$ cat config.mk
export PLATFORM = sky130hd
export DESIGN_NAME = adc_seq_config
export DESIGN_NICKNAME = d
export VERILOG_FILES = /design/src/design/adc_seq_pkg.sv /design/src/design/adc_res_decode.sv /design/src/design/adc_seq_config.sv
export SDC_FILE = /design/constraint.sdc
export NUM_CORES = 1
export LEC_CHECK = 0
export BUFFER_PORTS_ARGS = -buffer_cell sky130_fd_sc_hd__buf_2
export CORE_MARGIN = 1
export CORE_UTILIZATION = 45
export DETAILED_ROUTE_END_ITERATION = 16
export PLACE_DENSITY = 0.74
export SKIP_LAST_GASP = 1
export SYNTH_ARGS = -nofsm -noshare
export SYNTH_HDL_FRONTEND = slang
export SYNTH_HIERARCHICAL = 1
export SYNTH_SLANG_ARGS = --single-unit
$ cat constraint.sdc
create_clock -name clk_in -period 5 [get_ports clk_in]
set_input_delay 1 -clock clk_in [delete_from_list [all_inputs] [get_ports clk_in]]
set_output_delay 1 -clock clk_in [all_outputs]
set_load 0.005 [all_outputs]
$ cat src/design/adc_seq_pkg.sv
// shared constants and types for the adc sequencer configuration block
package adc_seq_pkg;
  localparam int NUM_CHAN = 8;
  localparam int NUM_SW = 30;
  // register word addresses
  localparam logic [7:0] ADDR_CTRL = 8'h00;
  localparam logic [7:0] ADDR_SAMPLE_CTRL = 8'h04;
  localparam logic [7:0] ADDR_START_CTRL = 8'h08;
  localparam logic [7:0] ADDR_CHAN_EN = 8'h0c;
  localparam logic [7:0] ADDR_FW_SWITCH = 8'h10;
  localparam logic [7:0] ADDR_HW_SWITCH = 8'h14;
  localparam logic [7:0] ADDR_INTR = 8'h18;
  localparam logic [7:0] ADDR_INTR_SET = 8'h1c;
  localparam logic [7:0] ADDR_INTR_MASK = 8'h20;
  localparam logic [7:0] ADDR_INTR_MASKED = 8'h24;
  localparam logic [7:0] ADDR_CAUSE = 8'h28;
  localparam logic [7:0] ADDR_STATUS = 8'h2c;
  localparam logic [7:0] ADDR_CHAN_CFG0 = 8'h40;
  // field positions
  localparam int NEGATIVE_INPUT_SELECT_LSB = 9;
  localparam int NEGATIVE_INPUT_SELECT_W = 3;
  localparam int SW_DISABLE_BIT = 30;
  localparam int FABRIC_MODE_BIT = 29;
  localparam int SUB_RES_BIT = 0;
  localparam int CONT_BIT = 16;
  localparam int START_BIT = 0;
  localparam int CFG_DIFF_BIT = 8;
  localparam int CFG_RES_BIT = 9;
  localparam int CFG_AVG_BIT = 10;
  localparam int CFG_ST_LSB = 12;
  localparam int CFG_FWD_BIT = 30;
  // interrupt bit positions
  localparam int INT_EOS = 0;
  localparam int INT_OVF = 1;
  localparam int INT_COLL = 2;
  localparam int INT_INJ = 3;
  localparam int INT_RANGE = 4;
  localparam int INT_SAT = 5;
  localparam int NUM_INT = 6;
  localparam logic [2:0] NEGATIVE_INPUT_SELECT_VREF = 3'h7;
  localparam logic [3:0] CONV_CYCLES = 4'h4;
  typedef enum logic [1:0] {RES_12, RES_10, RES_8} res_t;
  // per channel settings as the sequencer consumes them
  typedef struct packed {
    logic diff;
    logic [1:0] st_sel;
    res_t res;
    logic fwd;
  } chan_sel_t;
  // register bus request
  typedef struct packed {
    logic [7:0] addr;
    logic [31:0] wdata;
    logic wr;
    logic rd;
  } bus_req_t;
endpackage : adc_seq_pkg

$ cat src/design/adc_res_decode.sv
// channel resolution and settings decoder
`timescale 1ns/1ps
module adc_res_decode
  import adc_seq_pkg::*;
(
  // configuration
  input wire logic [31:0] cfg_in,
  input wire logic sub_res_in,
  // decoded settings
  output chan_sel_t sel_out
);
  // averaging forces full width, then the select bit picks alternate
  always_comb begin
    sel_out.diff = cfg_in[CFG_DIFF_BIT];
    sel_out.st_sel = cfg_in[CFG_ST_LSB +: 2];
    sel_out.fwd = cfg_in[CFG_FWD_BIT];
    if (cfg_in[CFG_AVG_BIT]) begin
      sel_out.res = RES_12;
    end else if (!cfg_in[CFG_RES_BIT]) begin
      sel_out.res = RES_12;
    end else begin
      sel_out.res = sub_res_in ? RES_10 : RES_8;
    end
  end
endmodule : adc_res_decode

$ cat src/design/adc_seq_config.sv
// register mode configuration, routing and scan control of the adc sequencer
//
// Functional notes
// - firmware owns input mux after reset
// - hardware ownership bit hands switch to sequencer
// - switch disable blocks sequencer, not firmware
// - negative select only single-ended sequencer
// - global settings apply to every channel
// - channel picks diff, time, res, avg, forward
// - sub-resolution bit picks eight or ten
// - clear select bit converts at twelve
// - averaging forces twelve bit
// - disabled channel config cannot disturb scan
// - scan visits every enabled channel
// - enables captured at scan start
// - six maskable interrupt sources
// - request, set, mask, masked registers
// - cause register summarises all masked pending sources in one bit
// - firmware, fabric or continuous triggers start scan
// - fabric mode uses fabric configuration
//
// Chosen here: the register addresses and strobed register access.
`timescale 1ns/1ps
module adc_seq_config
  import adc_seq_pkg::*;
#(
  parameter int CHANS = NUM_CHAN
)
(
  // clock and reset
  input wire logic clk_in,
  input wire logic rst_n_in,
  // register port
  input wire logic [7:0] addr_in,
  input wire logic [31:0] wdata_in,
  input wire logic wr_in,
  input wire logic rd_in,
  output logic [31:0] rdata_out,
  // fabric side
  input wire logic fabric_trig_in,
  input wire logic [31:0] fabric_cfg_in,
  // converter event inputs
  input wire logic range_evt_in,
  input wire logic sat_evt_in,
  input wire logic overflow_evt_in,
  input wire logic collision_evt_in,
  input wire logic inj_eoc_evt_in,
  // routing and conversion outputs
  output logic [NUM_SW-1:0] switch_out,
  output logic [2:0] negative_input_select_out,
  output logic conv_start_out,
  output logic [2:0] conv_chan_out,
  output chan_sel_t conv_sel_out,
  output logic busy_out,
  output logic irq_out
);
  // the address map and status word assume the packaged channel count
  if (CHANS != NUM_CHAN) begin : g_chan_check
    $error("only eight channels are supported");
  end

  typedef struct packed {
    logic [31:0] ctrl;
    logic [31:0] sample_ctrl;
    logic [NUM_CHAN-1:0] chan_en;
    logic [NUM_SW-1:0] fw_sw;
    logic [NUM_SW-1:0] hw_sw;
    logic [NUM_INT-1:0] intr;
    logic [NUM_INT-1:0] mask;
    logic [NUM_CHAN-1:0] scan_en;
    logic [2:0] chan;
    logic [3:0] cnt;
    logic busy;
    logic start_req;
    logic [1:0] trig_sync;
    logic trig_prev;
    logic [31:0] rdata;
    logic [NUM_SW-1:0] sw;
    logic [2:0] neg;
    logic conv_start;
    logic [2:0] conv_chan;
    chan_sel_t conv_sel;
    logic irq;
  } state_t;

  state_t st_ff, nxt_st;
  logic [31:0] chan_cfg_ff [NUM_CHAN];
  chan_sel_t dec_sel;
  logic [31:0] cur_cfg;

  // find next enabled channel at or above a start index
  function automatic logic [3:0] next_chan(input logic [NUM_CHAN-1:0] en, input logic [3:0] from);
    logic [3:0] r;
    r = 4'h8;
    for (int i = NUM_CHAN - 1; i >= 0; i--) begin
      if (en[i] && (4'(i) >= from)) r = 4'(i);
    end
    return r;
  endfunction : next_chan

  // channel config registers live in an array, not in the state word
  always_ff @(posedge clk_in) begin
    for (int i = 0; i < NUM_CHAN; i++) begin
      if (!rst_n_in) begin
        chan_cfg_ff[i] <= 32'h0000_0000;
      end else if (wr_in && addr_in == ADDR_CHAN_CFG0 + 8'(4 * i)) begin
        chan_cfg_ff[i] <= wdata_in;
      end
    end
  end

  // fabric mode swaps channel config for the fabric word
  assign cur_cfg = st_ff.ctrl[FABRIC_MODE_BIT] ? fabric_cfg_in : chan_cfg_ff[st_ff.chan];

  adc_res_decode u_dec (
    .cfg_in(cur_cfg),
    .sub_res_in(st_ff.sample_ctrl[SUB_RES_BIT]),
    .sel_out(dec_sel)
  );

  // main next-state logic
  always_comb begin
    logic [3:0] nc;
    logic trig_edge;
    logic [NUM_INT-1:0] ev;
    logic [NUM_CHAN-1:0] en_now;
    logic [NUM_SW-1:0] seq_sw;
    nc = 4'h0;
    ev = '0;
    seq_sw = '0;
    trig_edge = st_ff.trig_sync[1] && !st_ff.trig_prev;
    en_now = st_ff.ctrl[FABRIC_MODE_BIT] ? {NUM_CHAN{1'b1}} : st_ff.chan_en;
    nxt_st = st_ff;
    nxt_st.conv_start = 1'b0;
    nxt_st.rdata = 32'h0000_0000;
    nxt_st.trig_sync = {st_ff.trig_sync[0], fabric_trig_in};
    nxt_st.trig_prev = st_ff.trig_sync[1];
    // register writes
    if (wr_in) begin
      case (addr_in)
        ADDR_CTRL: nxt_st.ctrl = wdata_in;
        ADDR_SAMPLE_CTRL: nxt_st.sample_ctrl = wdata_in;
        ADDR_START_CTRL: if (wdata_in[START_BIT]) nxt_st.start_req = 1'b1;
        ADDR_CHAN_EN: nxt_st.chan_en = wdata_in[NUM_CHAN-1:0];
        ADDR_FW_SWITCH: nxt_st.fw_sw = wdata_in[NUM_SW-1:0];
        ADDR_HW_SWITCH: nxt_st.hw_sw = wdata_in[NUM_SW-1:0];
        ADDR_INTR: nxt_st.intr = st_ff.intr & ~wdata_in[NUM_INT-1:0];
        ADDR_INTR_SET: nxt_st.intr = st_ff.intr | wdata_in[NUM_INT-1:0];
        ADDR_INTR_MASK: nxt_st.mask = wdata_in[NUM_INT-1:0];
        default: ;
      endcase
    end
    if (trig_edge || st_ff.sample_ctrl[CONT_BIT]) nxt_st.start_req = 1'b1;
    // scan engine: fixed conversion slot per channel
    if (!st_ff.busy) begin
      if (st_ff.start_req || nxt_st.start_req) begin
        nxt_st.start_req = 1'b0;
        nxt_st.scan_en = en_now;
        nc = next_chan(en_now, 4'h0);
        if (nc[3]) begin
          ev[INT_EOS] = 1'b1;
        end else begin
          nxt_st.busy = 1'b1;
          nxt_st.chan = nc[2:0];
          nxt_st.cnt = CONV_CYCLES;
        end
      end
    end else begin
      if (st_ff.cnt == CONV_CYCLES) begin
        nxt_st.conv_start = 1'b1;
        nxt_st.conv_chan = st_ff.chan;
        nxt_st.conv_sel = dec_sel;
      end
      if (st_ff.cnt == 4'h0) begin
        nc = next_chan(st_ff.scan_en, 4'(st_ff.chan) + 4'h1);
        if (nc[3]) begin
          nxt_st.busy = 1'b0;
          ev[INT_EOS] = 1'b1;
        end else begin
          nxt_st.chan = nc[2:0];
          nxt_st.cnt = CONV_CYCLES;
        end
      end else begin
        nxt_st.cnt = st_ff.cnt - 4'h1;
      end
      if (st_ff.start_req) ev[INT_COLL] = 1'b1;
    end
    ev[INT_OVF] = overflow_evt_in;
    ev[INT_COLL] = ev[INT_COLL] | collision_evt_in;
    ev[INT_INJ] = inj_eoc_evt_in;
    ev[INT_RANGE] = range_evt_in;
    ev[INT_SAT] = sat_evt_in;
    // set wins over a same-cycle clear
    nxt_st.intr = nxt_st.intr | ev;
    // routing: sequencer only reaches switches it owns and when not disabled
    if (st_ff.busy && !st_ff.ctrl[SW_DISABLE_BIT]) seq_sw = st_ff.fw_sw;
    nxt_st.sw = (st_ff.fw_sw & ~st_ff.hw_sw) | (seq_sw & st_ff.hw_sw);
    nxt_st.neg = (st_ff.busy && !dec_sel.diff) ? st_ff.ctrl[NEGATIVE_INPUT_SELECT_LSB +: NEGATIVE_INPUT_SELECT_W] : NEGATIVE_INPUT_SELECT_VREF;
    nxt_st.irq = |(st_ff.intr & st_ff.mask);
    // register reads
    if (rd_in) begin
      case (addr_in)
        ADDR_CTRL: nxt_st.rdata = st_ff.ctrl;
        ADDR_SAMPLE_CTRL: nxt_st.rdata = st_ff.sample_ctrl;
        ADDR_CHAN_EN: nxt_st.rdata = 32'(st_ff.chan_en);
        ADDR_FW_SWITCH: nxt_st.rdata = 32'(st_ff.fw_sw);
        ADDR_HW_SWITCH: nxt_st.rdata = 32'(st_ff.hw_sw);
        ADDR_INTR: nxt_st.rdata = 32'(st_ff.intr);
        ADDR_INTR_SET: nxt_st.rdata = 32'(st_ff.intr);
        ADDR_INTR_MASK: nxt_st.rdata = 32'(st_ff.mask);
        ADDR_INTR_MASKED: nxt_st.rdata = 32'(st_ff.intr & st_ff.mask);
        ADDR_CAUSE: nxt_st.rdata = 32'(|(st_ff.intr & st_ff.mask));
        ADDR_STATUS: nxt_st.rdata = {23'h0, st_ff.busy, st_ff.scan_en};
        default: begin
          for (int i = 0; i < NUM_CHAN; i++) begin
            if (addr_in == ADDR_CHAN_CFG0 + 8'(4 * i)) nxt_st.rdata = chan_cfg_ff[i];
          end
        end
      endcase
    end
  end

  // state register
  always_ff @(posedge clk_in) begin
    if (!rst_n_in) begin
      st_ff <= '0;
    end else begin
      st_ff <= nxt_st;
    end
  end

  assign rdata_out = st_ff.rdata;
  assign switch_out = st_ff.sw;
  assign negative_input_select_out = st_ff.neg;
  assign conv_start_out = st_ff.conv_start;
  assign conv_chan_out = st_ff.conv_chan;
  assign conv_sel_out = st_ff.conv_sel;
  assign busy_out = st_ff.busy;
  assign irq_out = st_ff.irq;
endmodule : adc_seq_config

==> results.txt <==
Layout Nets = 2332
# placed instances = 2866
global-route wire length before repair = 102000 um
# H-tree levels = 2
Sum Neg Setup Slack = 0 ns
crit path max fanout = 27
die area = 51600 um^2
crit path to = rdata_out[9]
LEAKAGE = 0.00877 uW
CTS tree = built
Final ANT Viol Nets = 0
Root Buffer = clkbuf_16
final hold slack = 0.437 ns
Clock Path Buffers = 3
worst slew pin tran = 1.20 ns
num rows = 82
initial antenna violation count = 4
final std cells w/o fill = 2957
fin crit share = 0.687
Worst Setup Start Kind = input port
Total Power = 8670 uW
Die W = 227 um
R2R Setup Slk = 2.29 ns
drt pass-1 iters = 6
worst-case reg-to-reg path depth = 6
Layout area overhead = 9.80%
Reg clk slew, reported paths = 0.06 ns
# IOs = 159
Syn Inst Count = 2296
FF-to-FF End = negative_input_select_out[0]
grt ovf = 0
Hold Crit Class = reg -> reg
final hold vios = 0
Filler Cells Inserted = 4497
Post-CTS Resized = 0
Core Util, Final = 0.500
HPWL after DPL = 44200 um
final estimated routing congestion in global placement = 0.947
final setup fails = 0
min Tclk post-route = 3.44 ns
Die Y = 227 um
Post-CTS Setup Inserts = 0
Vias = 17800
cell area after synthesis = 22800 um^2
Max-cap violations = 0
clk sink count = 499
clk_lat worst skew = 0.58 ns
Final Slew Violations = 0
crit-path cells = buf_2, nand4bb_1, nor2_8, nand2_1, a32o_1, a211oi_1
IO Port Bufs = 132
f_max = 291 MHz
Multi-input gate area = 8770 um^2
PwrDens = 346 nW/um^2
Final Skew = 0.0124 ns
Num CTS Buffers = 49
largest net degree at the start of global routing = 99
CP required = 5.40 ns
gr usage total = 0.264
Slowest cell on crit path = nor2_8
Crit path max-delay family = simple AND/OR/NAND/NOR gates
CP Buf/Inv Count = 1
DR WL/cell = 23.3 um
layout cells sized above 1 = 0.147
Core ar. = 50100 um^2
Max VDD drop = 0.000238 V
Post-Synthesis Net Count = 2383
critical path's largest stage delay = 0.71 ns
Starting Density = 0.456
path length in cells of the critical path = 6
WL final = 68900 um
DR iter-0 viols = 2444
critical path type = in -> reg
status = finished clean
storage element area = 12600 um^2
vias per inst = 6.03
vias in the first global route = 16800
Critical Path Source = addr_in[2]
average size of a mapped cell = 9.94 um^2
RSZ-0062 raised after global routing = false
headroom to the max-slew limit = 0.198
hold_buf cts = 0
Setup crit end kind = flop
Worst Path Arrival = 3.84 ns
DRC = 0
Synthesis Warnings = 6
-- flip-flops by register name, indices dropped and copies added (netlist names), 2 cells and up, named ones only --
register / flops
nxt_st: 2
negative_input_select_out: 3
switch_out: 30
conv_sel_out: 6
chan_cfg_ff: 256
rdata_out: 32
st_ff: 161
conv_chan_out: 3
-- power breakdown --
| group | total, uW | internal, uW | switching, uW |
|---|---|---|---|
| Combinational | 432 | 110 | 322 |
| Sequential | 4460 | 4410 | 46.8 |
| Clock | 3780 | 2190 | 1590 |
-- layout by cell type, fill, tap and decap left out, drive strengths merged, types with 28 or more instances in the layout --
master	count
and2	262
o21ai	62
clkbuf	70
o221ai	28
nor2b	37
buf	190
edfxtp	256
a21oi	239
mux2i	34
nor2	92
dfxtp	243
nand2	395
-- area by class of cell --
class                           instances  share of cell area
Tap cell                              672              0.0336
Multi-Input combinational cell       1483               0.350
Clock inverter                         20             0.00744
Inverter                               22             0.00340
Clock buffer                           70              0.0583
Sequential cell                       499               0.501
Antenna cell                            1           0.0000999
Timing Repair Buffer                  190              0.0463
-- metal layers --
layer,part of all wire,GRT usage
met3,0.11,0.0533
met5,0.00054,0
met2,0.46,0.419
met4,0.042,0.110
met1,0.38,0.350
-- how the worst min path moves through the flow --
stage | cells after the start | slack, ns | to | start
6_report | 1 | 0.44 | nxt_st[76] | nxt_st[78]
5_1_grt | 1 | 0.45 | nxt_st[76] | nxt_st[78]
3_5_place_dp | 1 | 0.43 | nxt_st[76] | nxt_st[78]
4_1_cts | 1 | 0.44 | nxt_st[76] | nxt_st[78]
2_1_floorplan | 1 | 0.41 | nxt_st[76] | nxt_st[78]
3_3_place_gp | 1 | 0.42 | nxt_st[76] | nxt_st[78]
-- metrics by stage --
stage / setup slack, ns / cell area (um^2)
5_1_grt: 1.50 / 25100
2_1_floorplan: 0.291 / 22800
3_3_place_gp: 1.10 / 23400
6_report: 1.56 / 25100
4_1_cts: 1.68 / 25100
3_5_place_dp: 1.08 / 23400
(Power assumes the default switching activity.)
